File: src/hdl/wdc_pkg.sv
// What this block does
// - Power-on flag is set by power-up and clears only by software write.
// - Power-on flag is readable and writable; a write is its only clear.
// - Timeout sets the timeout flag; software clears it.
// - Timeout flag is set on timeout even with the interrupt disabled.
// - Watchdog reset sets the reset-cause flag; software, power-on or power-fail reset clears it.
// - Power-fail reset clears the reset-cause flag.
// - With reset enable zero the watchdog never touches the reset-cause flag.
// - Reset-enable bit arms the watchdog reset; clear means no reset.
// - Writing one to restart puts the counter back to its start.
// - Restart bit clears itself in hardware.
// - Timeout raises the interrupt when the interrupt enable bit is set.
// - With reset enable set, reset follows 512 clocks after timeout unless restarted.
// - External reset loads control register with 0x0x0xx0b, x bits kept.
// - Watchdog reset sets reset-cause to 1; power-on and power-down clear it.
// - External reset leaves the reset-cause flag unchanged.
// - Power-on reset clears reset enable; other resets leave it.
// - Power-on, reset enable, timeout and restart bits need an open window.
// - All control bits readable; the other bits write freely.
// - Both top clock control bits set select the 26-bit timeout.
// - Priority register holds the watchdog interrupt priority bit.
// - Unlock is a write of AAh then, next, a write of 55h to the key.
// - After unlock, protected writes are accepted for three machine cycles.
package wdc_pkg;
	localparam int ADDR_W = 10;
	localparam logic [7:0] CTRL_IDX = 8'hd8;
	localparam logic [7:0] KEY_IDX = 8'hc7;
	localparam logic [7:0] CLKCTL_IDX = 8'h8e;
	localparam logic [7:0] IRQEN_IDX = 8'he8;
	localparam logic [7:0] IRQPRI_IDX = 8'hf8;
	localparam int BIT_POR = 6;
	localparam int BIT_TOUT_FLAG = 3;
	localparam int BIT_CAUSE = 2;
	localparam int BIT_RST_EN = 1;
	localparam int BIT_RESTART = 0;
	localparam int BIT_IRQ_EN = 4;
	localparam int BIT_IRQ_PRI = 4;
	localparam int CK_SEL_HI = 7;
	localparam int CK_SEL_LO = 6;
	localparam logic [7:0] KEY_FIRST = 8'haa;
	localparam logic [7:0] KEY_SECOND = 8'h55;
	localparam logic [7:0] PROT_MASK = 8'h4b;
	localparam logic [7:0] EXT_KEEP_MASK = 8'h56;
	localparam logic [7:0] EXT_LOAD_VAL = 8'h00;
	localparam logic [7:0] CLKCTL_RST = 8'h01;
	localparam logic [7:0] IRQPRI_IMPL_MASK = 8'h1f;
	localparam int MC_CLKS = 4;
	localparam int WIN_MC = 3;
	localparam int WIN_CLKS = MC_CLKS * WIN_MC;
	localparam logic [3:0] WIN_LOAD = 4'(WIN_CLKS - 1);
	localparam int RST_DELAY_CLKS = 512;
	localparam logic [9:0] RST_DELAY_LAST = 10'(RST_DELAY_CLKS - 1);
	localparam int WD_W = 26;
	typedef enum logic [1:0] {
		KEY_IDLE = 2'b00,
		KEY_ARMED = 2'b01,
		KEY_OPEN = 2'b10
	} wdc_key_state_t;
endpackage

File: src/hdl/wdc_top.sv
`timescale 1ns/1ns
`default_nettype none
module wdc_top #(
	parameter int TOUT_BITS_0 = 17,
	parameter int TOUT_BITS_1 = 20,
	parameter int TOUT_BITS_2 = 23,
	parameter int TOUT_BITS_3 = 26
) (
	input wire logic CLOCK_IN,
	input wire logic RSTN_IN,
	input wire logic EXT_RST_IN,
	input wire logic PFAIL_RST_IN,
	input wire logic PSEL_IN,
	input wire logic PENABLE_IN,
	input wire logic PWRITE_IN,
	input wire logic [wdc_pkg::ADDR_W-1:0] PADDR_IN,
	input wire logic [31:0] PWDATA_IN,
	output logic [31:0] PRDATA_OUT,
	output logic PREADY_OUT,
	output logic PSLVERR_OUT,
	output logic WDOG_IRQ_OUT,
	output logic WDOG_IRQ_PRIO_OUT,
	output logic WDOG_RST_OUT
);

	function automatic logic reg_hit(input logic [wdc_pkg::ADDR_W-1:0] addr,
		input logic [7:0] idx);
		reg_hit = (addr == {idx, 2'b00});
	endfunction

	function automatic logic [wdc_pkg::WD_W-1:0] tout_limit(input logic [1:0] sel);
		logic [wdc_pkg::WD_W:0] one;
		one = {{wdc_pkg::WD_W{1'b0}}, 1'b1};
		case (sel)
			2'b00: tout_limit = wdc_pkg::WD_W'((one << TOUT_BITS_0) - 1'b1);
			2'b01: tout_limit = wdc_pkg::WD_W'((one << TOUT_BITS_1) - 1'b1);
			2'b10: tout_limit = wdc_pkg::WD_W'((one << TOUT_BITS_2) - 1'b1);
			default: tout_limit = wdc_pkg::WD_W'((one << TOUT_BITS_3) - 1'b1);
		endcase
	endfunction

	logic ext_s1_q;
	logic ext_s2_q;
	logic pf_s1_q;
	logic pf_s2_q;
	logic pready_q;
	logic pslverr_q;
	logic [31:0] prdata_q;
	logic [7:0] ctrl_q;
	logic [7:0] clkctl_q;
	logic [7:0] irqen_q;
	logic [7:0] irqpri_q;
	wdc_pkg::wdc_key_state_t key_state_q;
	logic [3:0] win_cnt_q;
	logic [wdc_pkg::WD_W-1:0] wd_cnt_q;
	logic post_q;
	logic [9:0] post_cnt_q;
	logic wd_rst_q;
	logic irq_q;
	logic prio_q;
	logic access_done;
	logic wr_done;
	logic mapped;
	logic wr_ctrl;
	logic wr_key;
	logic win_open;
	logic restart;
	logic timeout;
	logic wd_reset_ev;
	logic [7:0] wmask;
	logic [7:0] wdata;

	// Bus handshake
	assign access_done = PSEL_IN && PENABLE_IN && pready_q;
	assign wr_done = access_done && PWRITE_IN;
	assign wdata = PWDATA_IN[7:0];
	assign mapped = reg_hit(PADDR_IN, wdc_pkg::CTRL_IDX) || reg_hit(PADDR_IN, wdc_pkg::KEY_IDX)
		|| reg_hit(PADDR_IN, wdc_pkg::CLKCTL_IDX) || reg_hit(PADDR_IN, wdc_pkg::IRQEN_IDX)
		|| reg_hit(PADDR_IN, wdc_pkg::IRQPRI_IDX);
	assign wr_ctrl = wr_done && reg_hit(PADDR_IN, wdc_pkg::CTRL_IDX);
	assign wr_key = wr_done && reg_hit(PADDR_IN, wdc_pkg::KEY_IDX);
	assign win_open = (key_state_q == wdc_pkg::KEY_OPEN);
	assign wmask = win_open ? 8'hff : ~wdc_pkg::PROT_MASK;
	assign restart = wr_ctrl && wmask[wdc_pkg::BIT_RESTART] && wdata[wdc_pkg::BIT_RESTART];
	// At or past the limit, so a shorter length chosen mid-count still times out at once
	assign timeout = (wd_cnt_q >= tout_limit(clkctl_q[wdc_pkg::CK_SEL_HI:wdc_pkg::CK_SEL_LO]));
	assign wd_reset_ev = post_q && (post_cnt_q == wdc_pkg::RST_DELAY_LAST)
		&& ctrl_q[wdc_pkg::BIT_RST_EN];

	// Reset pin synchronisers
	always_ff @(posedge CLOCK_IN or negedge RSTN_IN)
	begin
		if (!RSTN_IN)
		begin
			ext_s1_q <= 1'b0;
			ext_s2_q <= 1'b0;
			pf_s1_q <= 1'b0;
			pf_s2_q <= 1'b0;
		end
		else
		begin
			ext_s1_q <= EXT_RST_IN;
			ext_s2_q <= ext_s1_q;
			pf_s1_q <= PFAIL_RST_IN;
			pf_s2_q <= pf_s1_q;
		end
	end

	// Bus slave: one wait state, then ready with data
	always_ff @(posedge CLOCK_IN or negedge RSTN_IN)
	begin
		if (!RSTN_IN)
		begin
			pready_q <= 1'b0;
			pslverr_q <= 1'b0;
			prdata_q <= 32'h0000_0000;
		end
		else
		begin
			pready_q <= PSEL_IN && PENABLE_IN && !pready_q;
			pslverr_q <= PSEL_IN && PENABLE_IN && !pready_q && !mapped;
			prdata_q <= 32'h0000_0000;
			if (PSEL_IN && PENABLE_IN && !pready_q && !PWRITE_IN)
			begin
				if (reg_hit(PADDR_IN, wdc_pkg::CTRL_IDX))
					prdata_q <= {24'h00_0000, ctrl_q};
				else if (reg_hit(PADDR_IN, wdc_pkg::CLKCTL_IDX))
					prdata_q <= {24'h00_0000, clkctl_q};
				else if (reg_hit(PADDR_IN, wdc_pkg::IRQEN_IDX))
					prdata_q <= {24'h00_0000, irqen_q};
				else if (reg_hit(PADDR_IN, wdc_pkg::IRQPRI_IDX))
					prdata_q <= {24'h00_0000, irqpri_q};
				else
					prdata_q <= 32'h0000_0000;
			end
		end
	end

	// Timed-access unlock sequence and window
	always_ff @(posedge CLOCK_IN or negedge RSTN_IN)
	begin
		if (!RSTN_IN)
		begin
			key_state_q <= wdc_pkg::KEY_IDLE;
			win_cnt_q <= 4'h0;
		end
		else if (wr_key && wdata == wdc_pkg::KEY_FIRST)
		begin
			key_state_q <= wdc_pkg::KEY_ARMED;
			win_cnt_q <= 4'h0;
		end
		else
		begin
			case (key_state_q)
				wdc_pkg::KEY_ARMED:
				begin
					if (wr_key && wdata == wdc_pkg::KEY_SECOND)
					begin
						key_state_q <= wdc_pkg::KEY_OPEN;
						win_cnt_q <= wdc_pkg::WIN_LOAD;
					end
					else if (wr_done)
						key_state_q <= wdc_pkg::KEY_IDLE;
				end
				wdc_pkg::KEY_OPEN:
				begin
					if (win_cnt_q == 4'h0)
						key_state_q <= wdc_pkg::KEY_IDLE;
					else
						win_cnt_q <= win_cnt_q - 4'h1;
				end
				default:
					key_state_q <= wdc_pkg::KEY_IDLE;
			endcase
		end
	end

	// Other registers: clock control and interrupt enable / priority
	always_ff @(posedge CLOCK_IN or negedge RSTN_IN)
	begin
		if (!RSTN_IN)
		begin
			clkctl_q <= wdc_pkg::CLKCTL_RST;
			irqen_q <= 8'h00;
			irqpri_q <= 8'h00;
		end
		else if (wr_done)
		begin
			if (reg_hit(PADDR_IN, wdc_pkg::CLKCTL_IDX))
				clkctl_q <= wdata;
			if (reg_hit(PADDR_IN, wdc_pkg::IRQEN_IDX))
				irqen_q <= wdata;
			if (reg_hit(PADDR_IN, wdc_pkg::IRQPRI_IDX))
				irqpri_q <= wdata & wdc_pkg::IRQPRI_IMPL_MASK;
		end
	end

	// Watchdog counter and post-timeout delay
	always_ff @(posedge CLOCK_IN or negedge RSTN_IN)
	begin
		if (!RSTN_IN)
		begin
			wd_cnt_q <= '0;
			post_q <= 1'b0;
			post_cnt_q <= 10'h000;
			wd_rst_q <= 1'b0;
		end
		else if (restart || ext_s2_q || pf_s2_q || wd_reset_ev)
		begin
			wd_cnt_q <= '0;
			post_q <= 1'b0;
			post_cnt_q <= 10'h000;
			wd_rst_q <= wd_reset_ev;
		end
		else
		begin
			wd_rst_q <= 1'b0;
			wd_cnt_q <= timeout ? '0 : wd_cnt_q + 1'b1;
			if (timeout && !post_q)
			begin
				post_q <= 1'b1;
				post_cnt_q <= 10'h000;
			end
			else if (post_q)
				post_cnt_q <= post_cnt_q + 10'h001;
		end
	end

	// Watchdog control register
	always_ff @(posedge CLOCK_IN or negedge RSTN_IN)
	begin
		if (!RSTN_IN)
		begin
			ctrl_q <= 8'h00;
			ctrl_q[wdc_pkg::BIT_POR] <= 1'b1;
			ctrl_q[wdc_pkg::BIT_RST_EN] <= 1'b0;
			ctrl_q[wdc_pkg::BIT_CAUSE] <= 1'b0;
		end
		else if (ext_s2_q || pf_s2_q || wd_reset_ev)
		begin
			ctrl_q <= (ctrl_q & wdc_pkg::EXT_KEEP_MASK)
				| (wdc_pkg::EXT_LOAD_VAL & ~wdc_pkg::EXT_KEEP_MASK);
			if (pf_s2_q)
				ctrl_q[wdc_pkg::BIT_CAUSE] <= 1'b0;
			else if (wd_reset_ev)
				ctrl_q[wdc_pkg::BIT_CAUSE] <= 1'b1;
		end
		else
		begin
			if (wr_ctrl)
				ctrl_q <= (ctrl_q & ~wmask) | (wdata & wmask);
			ctrl_q[wdc_pkg::BIT_RESTART] <= 1'b0;
			if (wr_ctrl && wmask[wdc_pkg::BIT_RESTART])
				ctrl_q[wdc_pkg::BIT_RESTART] <= wdata[wdc_pkg::BIT_RESTART];
			if (ctrl_q[wdc_pkg::BIT_RESTART])
				ctrl_q[wdc_pkg::BIT_RESTART] <= 1'b0;
			if (timeout)
				ctrl_q[wdc_pkg::BIT_TOUT_FLAG] <= 1'b1;
		end
	end

	// Interrupt request and priority outputs
	always_ff @(posedge CLOCK_IN or negedge RSTN_IN)
	begin
		if (!RSTN_IN)
		begin
			irq_q <= 1'b0;
			prio_q <= 1'b0;
		end
		else
		begin
			irq_q <= ctrl_q[wdc_pkg::BIT_TOUT_FLAG] && irqen_q[wdc_pkg::BIT_IRQ_EN];
			prio_q <= irqpri_q[wdc_pkg::BIT_IRQ_PRI];
		end
	end

	assign PRDATA_OUT = prdata_q;
	assign PREADY_OUT = pready_q;
	assign PSLVERR_OUT = pslverr_q;
	assign WDOG_IRQ_OUT = irq_q;
	assign WDOG_IRQ_PRIO_OUT = prio_q;
	assign WDOG_RST_OUT = wd_rst_q;

endmodule
`default_nettype wire

File: config.mk
export PLATFORM = sky130hd
export DESIGN_NAME = wdc_top
export DESIGN_NICKNAME = d
export VERILOG_FILES = /design/src/hdl/wdc_pkg.sv /design/src/hdl/wdc_top.sv
export SDC_FILE = /design/constraint.sdc
export NUM_CORES = 1
export LEC_CHECK = 0
export ABC_AREA = 1
export BUFFER_PORTS_ARGS = -buffer_cell sky130_fd_sc_hd__buf_2
export CORE_ASPECT_RATIO = 0.9
export CORE_MARGIN = 3
export CORE_UTILIZATION = 39
export DETAILED_ROUTE_END_ITERATION = 16
export SLEW_MARGIN = 20
export SYNTH_ARGS = -nofsm -noshare
export SYNTH_HDL_FRONTEND = slang
export SYNTH_SLANG_ARGS = --single-unit
File: constraint.sdc
create_clock -name CLOCK_IN -period 1.9 [get_ports CLOCK_IN]
set_input_delay 0.38 -clock CLOCK_IN [delete_from_list [all_inputs] [get_ports CLOCK_IN]]
set_output_delay 0.38 -clock CLOCK_IN [all_outputs]
set_load 0.02 [all_outputs]
==> summary.md <==
| Metric | Value |
|---|---|
| Post-DP HPWL | `slightly above 8 mm` |
| Initial core utilization | `around two fifths` |
| Hold path depth | `1` |
| Most common cell after layout, fill and taps aside | `nand2_1` |
| CP cell instances | `nand2_4, ha_4, nand2_4, nor2_4, nand3_4, nor2_4, nand3b_1, nand2_2, clkinv_4, nand3_4, clkbuf_16, nor2_4` |
| Register area share after synthesis | `between 40% and 50%` |
| H-tree Lvls | `3` |
| Final period util | `between 90 and 100%` |
| Detailed Route WL | `11.3 mm` |
| Register Area | `around 2200 µm²` |
| Post-CTS Setup Inserts | `0` |
| Worst Hold Launch | `PFAIL_RST_IN` |
| Max Fclk | `530 MHz` |
| First-pass GRT wire length | `approximately 19 mm` |
| Outcome | `finished clean` |
| RSZ-0062 raised after global routing | `yes` |
| Post-route setup slack | `between 0.01 and 0.015 ns` |
| DRT iter0 DRCs | `approximately 240` |
| Total congestion overflow | `0` |
| Largest delay share family, worst path | `simple AND/OR/NAND/NOR gates` |
| FF+latch count, synth | `89` |
| Hold Path Sink | `pf_s1_q` |
| Wirelength per Cell | `~14 µm` |
| Vias in the first global route | `a little under 4000` |
| Place WS | `-0.0465 ns` |
| Reg-to-Reg Start | `clkctl_q[7]` |
| Ratio of cells with drive above 1 in the final layout | `about a quarter` |
| Clk root buf | `clkbuf_16` |
| Fill count | `~1200` |
| Placed instance count | `slightly above 800` |
| Fin cells | `just over 800` |
| RR Endpoint | `wd_cnt_q[17]` |
| Worst Reg-to-Reg Cells | `12` |
| Clk buf depth | `2` |
| Hold crit path type | `in2reg` |
| Top-area cell type share of the netlist area | `~44%` |
| Core area | `about 12000 µm²` |
| Netlist cell types | `43` |
| Full die area | `around 14000 µm²` |
| Tot GR Track Use | `between 15 and 20%` |
| # DRC | `0` |
| Area occupied by multi-input gates | `approximately 2400 µm²` |
| Syn_area_per_cell | `between 8 and 9 µm²` |
| CP Capture Type | `flop` |
| Ys flop type | `dfrtp_1` |
| Final ANT Viol Nets | `0` |
| Clock Sinks | `89` |
| Worst endpoint data arrival time | `around 2.1 ns` |
| CTS tree | `built` |
| Critical setup path kind | `reg2reg` |
| Nets | `around 720` |
| Asr flop ratio synth | `100%` |
| Crit-path slowest cell | `dfrtp_1` |
| Area contributors post-synth | `dfrtp_1 44%, nand2_1 10%, inv_1 4.7%, nand3_1 3.9%, buf_4 3.7%` |
| CP max FO | `6` |
| GP Congestion | `between 0.8 and 0.9` |
| Synth warn | `0` |
| Final Hold Vio Count | `0` |
| Number of enable flip-flop cells after synthesis | `0` |
| Largest net degree at the start of global routing | `33` |
| R2R Setup Slk | `between 0.01 and 0.015 ns` |
| Iteration count of the initial detailed-routing pass | `4` |
| Via/cell ratio | `between 4 and 5` |
| Routed vias | `slightly above 4000` |
| Power Density | `660 nW/µm²` |
| Die Width | `between 100 and 150 µm` |
| Final setup violation count | `0` |
| Initial antenna violation count | `0` |
| Cell mode on critical path | `nor2_4` |
| Final min period | `around 1.9 ns` |
| Worst skew pair latency | `between 0.3 and 0.4 ns` |
| Crit path required time | `2.14 ns` |
| Slew Limit Fails | `0` |
| WP buf/inv | `2` |
| Cells after Synth | `around 600` |
| Boundary pin count | `86` |
| Worst setup path startpoint | `clkctl_q[7]` |
| Leak pwr | `0.00282 µW` |
| Slowest stage delay, CP | `a little under 0.4 ns` |
| TritonCTS buffer count | `9` |
| Final Skew | `approximately 0.0090 ns` |
| Ant diodes | `0` |
| Critical path launch point type | `flop` |
| Synthesized area | `around 4900 µm²` |
| Clock slew at reported path FFs | `~0.070 ns` |
| VDD IR max | `between 0.3 and 0.4 mV` |
| Yosys top cell by area | `dfrtp_1` |
| FP Rows | `38` |
| Max Cap Viol | `0` |
| Most frequent cells in the layout | `132 x nand2_1, 87 x dfrtp_1, 61 x inv_1` |
| Layout area overhead | `18.4%` |
| Port Buffer Count | `37` |
| Die Y-Extent | `112 µm` |
per-stage QoR:
stage / setup TNS [ns] / hold slack (ns) / total power (µW) / utilization (%) / cell area [µm²]
2_1_floorplan: 0 / 0.0844 / 2100 / - / 4990
5_1_grt: -2.35 / 0.111 / 4000 / 47.7 / 5810
6_report: 0 / 0.130 / 3840 / 47.7 / 5810
3_3_place_gp: 0 / 0.338 / 2170 / 43.9 / 5340
3_5_place_dp: -0.758 / 0.337 / 2180 / 43.9 / 5340
4_1_cts: -0.0982 / 0.117 / 3870 / 46.7 / 5680
kinds of logic after synthesis:
logic type	after synthesis	share of synthesized area, %
AOI/OAI and AO/OA	63	7.14
xor gates and xnor gates	24	4.28
adders and majority gates	7	1.79
buffers and inverters	105	10.9
DFF	89	45.4
other	1	0.0764
and+or+nand+nor	305	30.3
cell usage after synthesis, types with 2 or more instances:
master    count
buf_6         2
nand3_4       2
nand2_2       8
ha_1          7
xor2_1       19
o21ai_0      25
dfstp_2       2
nor4_1        2
o221ai_1      4
nor3_1       21
nor3_2        2
nor2_1       37
nand2_1     136
a31oi_1       2
nand4_1      15
nand3b_1      2
nor2_2       28
a21oi_1      13
nand3_2       5
inv_2         8
buf_2         4
xnor2_1       5
nor2_4        5
nand3_1      38
dfrtp_1      87
buf_4        24
o21ai_1      12
inv_1        62
o211ai_1      3
where the power goes:
group	switching, µW	internal [µW]
Sequential	5.98	1910
Combinational	169	69.2
Clock	789	895
Total	965	2870
final cells by class:
type                    count  area share [%]
multi-input cells         424            40.9
flip-flops and latches     89            38.4
repair buffers             63            7.71
inverters                  73            4.84
clock buffers               9            3.88
well taps                 160            3.45
clock inverters             6           0.818
worst max-delay path by stage:
stage,cells after the start,end,slack (ns)
floorplan,13,wd_cnt_q[11],0.008
global placement,12,wd_cnt_q[22],0.04
detailed placement,12,wd_cnt_q[22],-0.05
CTS,12,wd_cnt_q[5],-0.03
global route,12,wd_cnt_q[8],-0.09
finish,12,wd_cnt_q[17],0.01
per-layer routing:
| layer | part of all wire, % | routed length (µm) | up-vias | global-route usage (%) |
|---|---|---|---|---|
| li1 | - | - | 2008 | - |
| met1 | 47 | 5340 | 1940 | 22.3 |
| met2 | 45 | 5120 | 87 | 26.0 |
| met3 | 4.7 | 524 | 25 | 4.42 |
| met4 | 2.5 | 280 | 0 | 6.43 |
| met5 | 0 | 0 | - | 0 |
what timing repair did:
item / 4_1_cts / 5_1_grt
setup endpoints to repair: 35 / 38
hold endpoints to repair: 12 / 0
hold buffers: 1 / 0
gates resized for setup: 10 / 19
pin swaps: 3 / 11
cloned: 0 / 2
state kept, by name, summed over array words and instances (netlist names), 2 cells and up, named ones only:
register,count
clkctl_q,8
irqpri_q,5
PRDATA_OUT,8
irqen_q,8
wd_cnt_q,26
ctrl_q,6
post_cnt_q,10
win_cnt_q,4
key_state_q,2
Note: power is estimated with default switching activity, not from simulation.
